### config.mk
export PLATFORM = sky130hd
export DESIGN_NAME = csci_top
export DESIGN_NICKNAME = d
export VERILOG_FILES = /design/src/hdl/csci_pkg.sv /design/src/hdl/csci_irq_if.sv /design/src/hdl/csci_irq_core.sv /design/src/hdl/csci_top.sv
export VERILOG_INCLUDE_DIRS = /design/src /design/src/hdl
export SDC_FILE = /design/constraint.sdc
export NUM_CORES = 1
export LEC_CHECK = 0
export ABC_CLOCK_PERIOD_IN_PS = 5400
export BUFFER_PORTS_ARGS = -buffer_cell sky130_fd_sc_hd__buf_4
export CAP_MARGIN = 20
export CORE_ASPECT_RATIO = 1.5
export CORE_MARGIN = 1.5
export CORE_UTILIZATION = 53
export DETAILED_ROUTE_END_ITERATION = 8
export PLACE_DENSITY = 0.83
export SYNTH_ARGS = -nofsm -noshare
export SYNTH_HDL_FRONTEND = slang
export SYNTH_HIERARCHICAL = 1
export SYNTH_SLANG_ARGS = --single-unit
export TNS_END_PERCENT = 10
### constraint.sdc
create_clock -name clk -period 5.4 [get_ports clk]
set_clock_uncertainty 0.2 [all_clocks]
set_input_delay 1.08 -clock clk [delete_from_list [all_inputs] [get_ports clk]]
set_output_delay 1.08 -clock clk [all_outputs]
set_load 0.005 [all_outputs]
### src/hdl/csci_consts.svh
// Purpose: Offsets, field positions and reset values of the cascade
//          select, configuration and interrupt control block.
// Assumes: APB with 32-bit data; one register per aligned word.
// Notes:   Register indices are word indices; byte address = 4 * index.
//
// Summary of operation
// - CFG, ICTL and ISTAT answer only when strap ID matches select
// - Configuration cleared only by hardware reset
// - Bit 0 reports I/O supply level
// - Top cascade index maps boot block windows
// - Bit 7 mirrors interface strap, read-only
// - Six interrupt channels, numbered 0 to 5
// - Enabled channel latches activity, interrupt if masked-in
// - Disabled channel holds its status cleared
// - Mask bit gates status onto interrupt output
// - Level mode: output low until cleared
// - Edge mode: short low pulse, then high
// - Global gate opens output; pending fires immediately
// - Gate closed forces output high
// - Interrupt status register shows latched channels

`ifndef CSCI_CONSTS_SVH
`define CSCI_CONSTS_SVH

`define CSCI_IDX_USEL        14'h100A
`define CSCI_IDX_CFG         14'h100E
`define CSCI_IDX_ICTL        14'h1010
`define CSCI_IDX_ISTAT       14'h1012
`define CSCI_IDX_EVT         14'h1014
`define CSCI_IDX_EVMASK      14'h1015

`define CSCI_NCHAN           6
`define CSCI_USEL_RST        2'h0
`define CSCI_TOP_RST         2'h0
`define CSCI_ICTL_RST        16'h0000
`define CSCI_EVT_RST         2'h0

`define CSCI_CFG_SUPPLY_BIT  0
`define CSCI_CFG_TOP_LO      4
`define CSCI_CFG_TOP_HI      5
`define CSCI_CFG_STRAP_BIT   7
`define CSCI_ICTL_MASK_LO    8
`define CSCI_ICTL_MASK_HI    13
`define CSCI_ICTL_EDGE_BIT   14
`define CSCI_ICTL_GATE_BIT   15

`endif

### src/hdl/csci_pkg.sv
// Purpose: Types shared by the cascade select and interrupt block.
// Assumes: Nothing beyond the constants header.
// Notes:   Register selector used by the APB decode.
`default_nettype none

package csci_pkg;
  typedef enum logic [2:0] {
    REG_NONE   = 3'h0,
    REG_USEL   = 3'h1,
    REG_CFG    = 3'h2,
    REG_ICTL   = 3'h3,
    REG_ISTAT  = 3'h4,
    REG_EVT    = 3'h5,
    REG_EVMASK = 3'h6
  } csci_reg_t;
endpackage

`default_nettype wire

### src/hdl/csci_irq_if.sv
// Purpose: Carries channel controls and status between the register
//          file and the interrupt core.
// Assumes: Single clock domain.
// Notes:   Control bits are register outputs of the top.
`default_nettype none

interface csci_irq_if;
  logic [5:0] src;
  logic [5:0] en;
  logic [5:0] mask;
  logic       edgeSel;
  logic       gate;
  logic [5:0] status;
  logic [5:0] newLatch;
  logic       irqN;

  modport ctl  (output src, en, mask, edgeSel, gate,
                input  status, newLatch, irqN);
  modport core (input  src, en, mask, edgeSel, gate,
                output status, newLatch, irqN);
endinterface

`default_nettype wire

### src/hdl/csci_irq_core.sv
// Purpose: Six-channel latch and active-low interrupt output generation.
// Assumes: Sources are on the same clock as this block.
// Notes:   Status is cleared only by disabling its channel.
`default_nettype none
`include "csci_consts.svh"

module csci_irq_core (
  input wire logic clk,
  input wire logic rstn,
  csci_irq_if.core bus
);
  import csci_pkg::*;

  logic [5:0] status_r;
  logic [5:0] statusNxt;
  logic [5:0] latchReq;
  logic       gatePrev_r;
  logic       irqN_r;
  logic       irqN_nxt;
  logic       gateRise;
  logic       fire;

  assign bus.status   = status_r;
  assign bus.newLatch = statusNxt & ~status_r;
  assign bus.irqN     = irqN_r;
  assign latchReq     = bus.en & bus.src;

  always_comb begin
    // Status persists until the host clears the enable bit
    statusNxt = bus.en & (status_r | bus.src);
    gateRise  = bus.gate & ~gatePrev_r;
    if (bus.edgeSel) begin
      fire = (|(bus.newLatch & bus.mask))
           | (gateRise & (|(statusNxt & bus.mask)));
    end else begin
      fire = |(statusNxt & bus.mask);
    end
    irqN_nxt = ~(bus.gate & fire);
  end

  always_ff @(posedge clk) begin
    if (!rstn) begin
      status_r   <= 6'h00;
      gatePrev_r <= 1'b0;
      irqN_r     <= 1'b1;
    end else begin
      status_r   <= statusNxt;
      gatePrev_r <= bus.gate;
      irqN_r     <= irqN_nxt;
    end
  end

  a_status_latch: assert property (@(posedge clk) disable iff (!rstn)
    (|latchReq) |=> ((status_r & $past(latchReq)) == $past(latchReq)))
    else $error("enabled source activity not latched");
  a_status_cleared: assert property (@(posedge clk) disable iff (!rstn)
    (bus.en != 6'h3F) |=> ((status_r & ~$past(bus.en)) == 6'h00))
    else $error("disabled channel status not held clear");
  a_mask_block: assert property (@(posedge clk) disable iff (!rstn)
    (!bus.edgeSel && ((statusNxt & bus.mask) == 6'h00)) |=> irqN_r)
    else $error("masked status asserted the interrupt");
  a_level_hold: assert property (@(posedge clk) disable iff (!rstn)
    (!bus.edgeSel && bus.gate && (|(statusNxt & bus.mask))) |=> !irqN_r)
    else $error("level interrupt not held low while pending");
  a_edge_return: assert property (@(posedge clk) disable iff (!rstn)
    (bus.edgeSel && !fire) |=> irqN_r)
    else $error("edge interrupt did not return high");
  a_gate_rise: assert property (@(posedge clk) disable iff (!rstn)
    (gateRise && (|(statusNxt & bus.mask))) |=> !irqN_r)
    else $error("opening gate with pending did not interrupt");
  a_gate_force: assert property (@(posedge clk) disable iff (!rstn)
    !bus.gate |=> irqN_r)
    else $error("closed gate let the interrupt assert");
  a_edge_pulse: assert property (@(posedge clk) disable iff (!rstn)
    (bus.edgeSel && bus.gate && (|(bus.newLatch & bus.mask)))
    |=> !irqN_r)
    else $error("new unmasked latch gave no edge pulse");
endmodule

`default_nettype wire

### src/hdl/csci_top.sv
// Purpose: APB register file for cascade select, configuration status
//          and interrupt control, plus a system event interrupt.
// Assumes: Strap and level-detect pins are asynchronous; interrupt
//          sources come from logic on clk.
// Notes:   Each APB access takes one wait state (pready one cycle late).
`default_nettype none
`include "csci_consts.svh"

module csci_top (
  input  wire logic        clk,
  input  wire logic        rstn,
  input  wire logic        psel,
  input  wire logic        penable,
  input  wire logic        pwrite,
  input  wire logic [15:0] paddr,
  input  wire logic [31:0] pwdata,
  input  wire logic [3:0]  pstrb,
  output logic      [31:0] prdata,
  output logic             pready,
  output logic             pslverr,
  input  wire logic [1:0]  unitIdPins,
  input  wire logic        ifCfgPin,
  input  wire logic        ioSupplyDetectPin,
  input  wire logic [5:0]  irqSources,
  output logic             irqN,
  output logic             sysIrq,
  output logic [1:0]       topCascadeIndex,
  output logic             unitSelected
);
  import csci_pkg::*;

  function automatic csci_reg_t decodeAddr(input logic [15:0] a);
    csci_reg_t r;
    r = REG_NONE;
    if (a[1:0] == 2'h0) begin
      case (a[15:2])
        `CSCI_IDX_USEL:   r = REG_USEL;
        `CSCI_IDX_CFG:    r = REG_CFG;
        `CSCI_IDX_ICTL:   r = REG_ICTL;
        `CSCI_IDX_ISTAT:  r = REG_ISTAT;
        `CSCI_IDX_EVT:    r = REG_EVT;
        `CSCI_IDX_EVMASK: r = REG_EVMASK;
        default:          r = REG_NONE;
      endcase
    end
    return r;
  endfunction

  // Registers that are switched away when another unit is selected
  function automatic logic isGated(input csci_reg_t r);
    return (r == REG_CFG) || (r == REG_ICTL) || (r == REG_ISTAT);
  endfunction

  csci_irq_if irqBus ();

  csci_irq_core u_core (
    .clk  (clk),
    .rstn (rstn),
    .bus  (irqBus)
  );

  // Two-stage synchronisers for asynchronous pins
  logic [3:0]  pinMeta_r;
  logic [3:0]  pinSync_r;
  logic [1:0]  unitIdS;
  logic        ifCfgS;
  logic        ioSupplyHighFlag;

  assign unitIdS          = pinSync_r[1:0];
  assign ifCfgS           = pinSync_r[2];
  assign ioSupplyHighFlag = pinSync_r[3];

  always_ff @(posedge clk) begin
    if (!rstn) begin
      pinMeta_r <= 4'h0;
      pinSync_r <= 4'h0;
    end else begin
      pinMeta_r <= {ioSupplyDetectPin, ifCfgPin, unitIdPins};
      pinSync_r <= pinMeta_r;
    end
  end

  logic [1:0]  unitSelectValue_r;
  logic [1:0]  unitSelectValue_nxt;
  logic [1:0]  topCascade_r;
  logic [1:0]  topCascade_nxt;
  logic [15:0] ictl_r;
  logic [15:0] ictl_nxt;
  logic [1:0]  evt_r;
  logic [1:0]  evt_nxt;
  logic [1:0]  evMask_r;
  logic [1:0]  evMask_nxt;
  logic [31:0] prdata_r;
  logic [31:0] prdata_nxt;
  logic        pready_r;
  logic        pready_nxt;
  logic        pslverr_r;
  logic        pslverr_nxt;
  logic        sysIrq_r;
  logic        sysIrq_nxt;
  logic        unitSel_r;
  logic        unitSel_nxt;

  csci_reg_t   rdSel;
  csci_reg_t   wrSel;
  logic        match;
  logic        acc;
  logic        commit;
  logic        refused;
  logic [31:0] rdData;
  logic [1:0]  evtSet;
  logic [1:0]  evtClr;

  assign match = (unitIdS == unitSelectValue_r);
  assign acc    = psel & penable & ~pready_r;
  assign commit = psel & penable & pready_r;
  assign rdSel  = decodeAddr(paddr);
  assign wrSel  = decodeAddr(paddr);

  assign irqBus.src     = irqSources;
  assign irqBus.en      = ictl_r[5:0];
  assign irqBus.mask    = ictl_r[`CSCI_ICTL_MASK_HI:`CSCI_ICTL_MASK_LO];
  assign irqBus.edgeSel = ictl_r[`CSCI_ICTL_EDGE_BIT];
  assign irqBus.gate    = ictl_r[`CSCI_ICTL_GATE_BIT];

  assign prdata          = prdata_r;
  assign pready          = pready_r;
  assign pslverr         = pslverr_r;
  assign irqN            = irqBus.irqN;
  assign sysIrq          = sysIrq_r;
  assign topCascadeIndex = topCascade_r;
  assign unitSelected    = unitSel_r;

  always_comb begin
    rdData = 32'h0000_0000;
    case (rdSel)
      REG_USEL:   rdData = {30'h0, unitSelectValue_r};
      REG_CFG:    rdData = {24'h0, ifCfgS, 1'b0, topCascade_r,
                            3'h0, ioSupplyHighFlag};
      REG_ICTL:   rdData = {16'h0, ictl_r};
      REG_ISTAT:  rdData = {26'h0, irqBus.status};
      REG_EVT:    rdData = {30'h0, evt_r};
      REG_EVMASK: rdData = {30'h0, evMask_r};
      default:    rdData = 32'h0000_0000;
    endcase
    // A non-selected unit reads zero from, and ignores writes to, CFG, ICTL and ISTAT
    if (isGated(rdSel) && !match) begin
      rdData = 32'h0000_0000;
    end
  end

  always_comb begin
    unitSelectValue_nxt = unitSelectValue_r;
    topCascade_nxt      = topCascade_r;
    ictl_nxt            = ictl_r;
    evMask_nxt          = evMask_r;
    prdata_nxt          = prdata_r;
    pready_nxt          = acc;
    pslverr_nxt         = acc & (rdSel == REG_NONE);
    refused             = commit & isGated(wrSel) & ~match;
    evtSet              = {refused, |irqBus.newLatch};
    evtClr              = 2'h0;
    if (acc && !pwrite) begin
      prdata_nxt = rdData;
    end
    if (commit && pwrite && pstrb[0] && !refused) begin
      case (wrSel)
        // Select is written by every cascaded unit so it can move
        REG_USEL:   unitSelectValue_nxt = pwdata[1:0];
        REG_CFG:    topCascade_nxt =
                      pwdata[`CSCI_CFG_TOP_HI:`CSCI_CFG_TOP_LO];
        REG_ICTL:   ictl_nxt[5:0] = pwdata[5:0];
        REG_EVMASK: evMask_nxt = pwdata[1:0];
        default:    ;
      endcase
    end
    if (commit && pwrite && pstrb[1] && !refused
        && (wrSel == REG_ICTL)) begin
      ictl_nxt[15:8] = pwdata[15:8];
    end
    if (commit && !pwrite && (wrSel == REG_EVT)) begin
      evtClr = 2'h3;
    end
    // A new event in the clearing read cycle survives the clear
    evt_nxt     = (evt_r & ~evtClr) | evtSet;
    sysIrq_nxt  = |(evt_nxt & evMask_nxt);
    unitSel_nxt = match;
  end

  // Only hardware reset touches configuration state
  always_ff @(posedge clk) begin
    if (!rstn) begin
      unitSelectValue_r <= `CSCI_USEL_RST;
      topCascade_r      <= `CSCI_TOP_RST;
      ictl_r            <= `CSCI_ICTL_RST;
      evt_r             <= `CSCI_EVT_RST;
      evMask_r          <= 2'h0;
      prdata_r          <= 32'h0000_0000;
      pready_r          <= 1'b0;
      pslverr_r         <= 1'b0;
      sysIrq_r          <= 1'b0;
      unitSel_r         <= 1'b0;
    end else begin
      unitSelectValue_r <= unitSelectValue_nxt;
      topCascade_r      <= topCascade_nxt;
      ictl_r            <= ictl_nxt;
      evt_r             <= evt_nxt;
      evMask_r          <= evMask_nxt;
      prdata_r          <= prdata_nxt;
      pready_r          <= pready_nxt;
      pslverr_r         <= pslverr_nxt;
      sysIrq_r          <= sysIrq_nxt;
      unitSel_r         <= unitSel_nxt;
    end
  end

  logic cfgRead;
  logic istatRead;
  assign cfgRead   = acc && !pwrite && (rdSel == REG_CFG) && match;
  assign istatRead = acc && !pwrite && (rdSel == REG_ISTAT) && match;

  a_usel_gate: assert property (@(posedge clk) disable iff (!rstn)
    (commit && pwrite && isGated(wrSel) && !match) |=> $stable(ictl_r)
      && $stable(topCascade_r))
    else $error("unselected unit accepted a register write");
  a_cfg_hold: assert property (@(posedge clk) disable iff (!rstn)
    !(commit && pwrite && (wrSel == REG_CFG)) |=> $stable(topCascade_r))
    else $error("top cascade index changed without a write");
  a_supply_bit: assert property (@(posedge clk) disable iff (!rstn)
    cfgRead |=> pready_r
      && (prdata_r[`CSCI_CFG_SUPPLY_BIT] == $past(ioSupplyHighFlag)))
    else $error("supply flag read wrong");
  a_strap_mirror: assert property (@(posedge clk) disable iff (!rstn)
    cfgRead |=> (prdata_r[`CSCI_CFG_STRAP_BIT] == $past(ifCfgS)))
    else $error("interface strap not mirrored");
  a_istat_read: assert property (@(posedge clk) disable iff (!rstn)
    istatRead |=> (prdata_r[5:0] == $past(irqBus.status)))
    else $error("interrupt status read wrong");
  a_sys_irq_level: assert property (@(posedge clk) disable iff (!rstn)
    (evt_r & evMask_r) != 2'h0 |-> sysIrq_r)
    else $error("system interrupt low with unmasked event");
  a_ready_answer: assert property (@(posedge clk) disable iff (!rstn)
    acc |=> pready_r)
    else $error("access phase got no ready");
  a_ready_single: assert property (@(posedge clk) disable iff (!rstn)
    pready_r |=> !pready_r)
    else $error("ready stood for more than one cycle");
  a_unmapped_err: assert property (@(posedge clk) disable iff (!rstn)
    (acc && (rdSel == REG_NONE)) |=> (pready_r && pslverr_r))
    else $error("unmapped access gave no error");
  a_err_ready: assert property (@(posedge clk) disable iff (!rstn)
    pslverr_r |-> pready_r)
    else $error("error response without ready");
  a_unsel_read: assert property (@(posedge clk) disable iff (!rstn)
    (acc && !pwrite && isGated(rdSel) && !match)
    |=> (prdata_r == 32'h0000_0000))
    else $error("unselected unit returned register data");
  a_refused_event: assert property (@(posedge clk) disable iff (!rstn)
    refused |=> evt_r[1])
    else $error("refused access did not raise its event");
  a_usel_write: assert property (@(posedge clk) disable iff (!rstn)
    (commit && pwrite && pstrb[0] && (wrSel == REG_USEL))
    |=> ({30'h0, unitSelectValue_r} == ($past(pwdata) & 32'h0000_0003)))
    else $error("unit select write lost");
  a_top_write: assert property (@(posedge clk) disable iff (!rstn)
    (commit && pwrite && pstrb[0] && (wrSel == REG_CFG) && match)
    |=> ({26'h0, topCascade_r, 4'h0} == ($past(pwdata) & 32'h0000_0030)))
    else $error("top cascade index write lost");
  a_enable_write: assert property (@(posedge clk) disable iff (!rstn)
    (commit && pwrite && pstrb[0] && (wrSel == REG_ICTL) && match)
    |=> ({26'h0, ictl_r[5:0]} == ($past(pwdata) & 32'h0000_003F)))
    else $error("channel enable write lost");
  a_evt_clear: assert property (@(posedge clk) disable iff (!rstn)
    (commit && !pwrite && (wrSel == REG_EVT) && (evtSet == 2'h0))
    |=> (evt_r == 2'h0))
    else $error("event read did not clear");
  a_evt_sticky: assert property (@(posedge clk) disable iff (!rstn)
    ((evt_r != 2'h0) && !(commit && !pwrite && (wrSel == REG_EVT)))
    |=> ((evt_r & $past(evt_r)) == $past(evt_r)))
    else $error("event bit dropped without a read");
endmodule

`default_nettype wire

==> reports/results.ini <==
[outcome]
run_status=finished, final reports clean

[timing]
maxSlewHeadroom_pct=36.0
finalSetupTns_ps=0
setup_viol=0
maxSlewViolCount=0
fin_crit_sh_pct=56.9
fin_crit_ps=3070
rsz0062_at_grt=no
hold_viol_final=0
worst_pin_slew_ps=954
timing.fmax_ghz=0.326
finalWorstSetupSlack_ps=2330
hold_ws_ps=231

[placement]
dpl_worst_slack_ps=2040
gp_congestion=0.926
io_buffer_count=68
placed_cell_area_mm2=0.00325
post-dp-hpwl_um=5280
placed_cells=449

[clock_network]
cts_tree=done
cts_max_path_buffers=2
postCtsSetupRepairBufs=0
clock_latency_ps=330
postCtsHoldBufs=0
root_buffer=clkbuf_8
clk_pin_slew_ps=60
cts_resized=0
clock-sinks=57
cts_made_buffers=9
h-tree-depth=3

[min_path]
min_path_cells=1
hold_path_class=register to register

[setup_path]
crit_cells=7
cp_slowest_cell=nor2_2
r2r_start=pready
path_cells=buf_4 > or3b_1 > nor3_4 > nand3_1 > nor2_2 > mux2i_1 > nor2_1
worstSetupStartpoint=paddr[3]
max_stage_delay_ps=490
crit_arrival_ps=3060
cp_top_family=simple AND/OR/NAND/NOR gates
regToRegSetupSlack_ps=3090
r2r-end=prdata[0]
worstSetupPathType=input pin to register
crit_fanout=8
endpoint_kind=register
start_kind=input pin
cp.buffers_inverters=1
worstPathRequired_ps=5390
crit_end=ictl_r[3]
reg2reg_depth=4

[logic_synthesis]
synth_edf_count=0
synth_top_flop_cell=dfxtp_1
yosysWarnings=6
yosysTopAreaCell=dfxtp_1
syn_area_per_cell_um2=8.51
ys_seq_area_share_pct=41.4
yosysTopAreaCellShare_pct=41.4
async_flop_share_pct=0
syn_inst=324
ys_types=58
synthTopCellsByArea=dfxtp_1 41%, nor2_1 7.5%, mux2i_1 7.3%
synth_area_mm2=0.00276
ys_seq_elements=57

[die]
die_area_mm2=0.00565
core_area_mm2=0.00508
die_h_um=91.3
ioPinCount=106
initial_utilization_pct=54.2
rows=32
die_w_um=61.9

[pwr]
cellLeakagePower_nw=1.34
power_uw=815
power_density_mw_per_mm2=239
peakVddDrop_mv=0.237

[route]
drtPass1Iterations=4
routed-via-count=2538
wl_per_cell_um=15.1
wirelength_um=7020
dr.first_iter.drc_count=120
drc_errors=0
ant_nets=0
vias_per_cell=5.46

[final_layout]
syn_to_final_growth_pct=23.6
drive_gt1_share_pct=23.7
mostFrequentLayoutCells=68 x buf_4, 57 x dfxtp_1, 55 x nor2_1
final_cell_area_mm2=0.00341
instances_no_fill=465
fin_util_pct=67.0
nFillCells=437
nNetsFinal=459
n_antenna_cell=0
layout_commonest_cell=buf_4

[run]
maxCapViolCount=0

[grt]
grt_antenna_before_repair=0
grt_pass1_wl_um=11100
grt_util_all_layers_pct=27.0
grt_pass1_vias=2440
grt_max_degree=35
grt-ovfl-total=0

==> synth_stat cells (2+ instances only) <==
cell type  number
dfxtp_1        57
o32ai_1         2
mux2i_1        20
and2_1         12
clkbuf_1        8
o21ai_0         6
nor3b_1         6
nand4_1         2
nor4_2          2
buf_2           2
a21oi_1         7
nand2b_1        3
o31ai_1         2
nor2_1         55
a32oi_1         2
nor2b_1         4
xnor2_1         2
inv_1          11
or4_1           3
nor3_1          2
nor4_1          2
nand3_1        13
a22oi_1         8
or3_1           3
buf_4          17
a221oi_1        4
nand2_1        34
o22ai_1         4
o211ai_1        2
==> area by class of cell <==
class | instances | area [um2] | area share (%)
timing repair buffer | 68 | 510 | 15.0
clock buffer | 10 | 128 | 3.74
multi-input combinational | 244 | 1460 | 43.0
inverter | 12 | 45.0 | 1.32
sequential | 57 | 1140 | 33.5
clock inverter | 6 | 35.0 | 1.03
tap | 68 | 85.1 | 2.50
==> flip-flops by register name, indices dropped and copies added (netlist names) <==
signal,cells
evMask_r,2
pready,1
evt_r,2
u_core/gatePrev_r,1
prdata,15
sysIrq,1
pslverr,1
u_core/bus.status,6
pinSync_r,4
ictl_r,14
unitSelected,1
unitSelectValue_r,2
pinMeta_r,4
topCascadeIndex,2
u_core/bus.irqN,1
==> how the worst min path moves through the flow <==
stage                 start            to  slack (ps)
6_report       pinMeta_r[1]  pinSync_r[1]         230
5_1_grt        pinMeta_r[3]  pinSync_r[3]         260
4_1_cts        pinMeta_r[3]  pinSync_r[3]         240
3_5_place_dp   pinMeta_r[1]  pinSync_r[1]         220
3_3_place_gp   pinMeta_r[1]  pinSync_r[1]         220
2_1_floorplan  pinMeta_r[0]  pinSync_r[0]         210
==> power breakdown <==
part           internal (mW)  switching (mW)
Clock                  0.163           0.161
Sequential             0.424         0.00125
Combinational         0.0321          0.0340
==> cells by family after synthesis <==
kind of cell	Yosys count	share of synthesized area (%)
flops	57	41.4
mux	21	7.67
buf+inv	39	7.71
compound gates	50	13.6
other cells	1	0.136
simple gates	154	28.9
xor+xnor	2	0.635
==> layer usage <==
| layer | vias to the layer above | track usage, % | routed length [um] |
|---|---|---|---|
| met5 | - | 0 | 0 |
| met3 | 21 | 6.84 | 390 |
| li1 | 1246 | - | - |
| met4 | 0 | 14.9 | 301 |
| met1 | 1157 | 30.8 | 2700 |
| met2 | 114 | 43.8 | 3630 |
==> worst reg2reg max path: cells and delay by family (launching register included) <==
family	cells	cell delay, ps
AO/OA/AOI/OAI	2	330
flip-flops	1	340
AND/OR/NAND/NOR	2	1380
No activity file was read; power rests on OpenSTA's default activity.
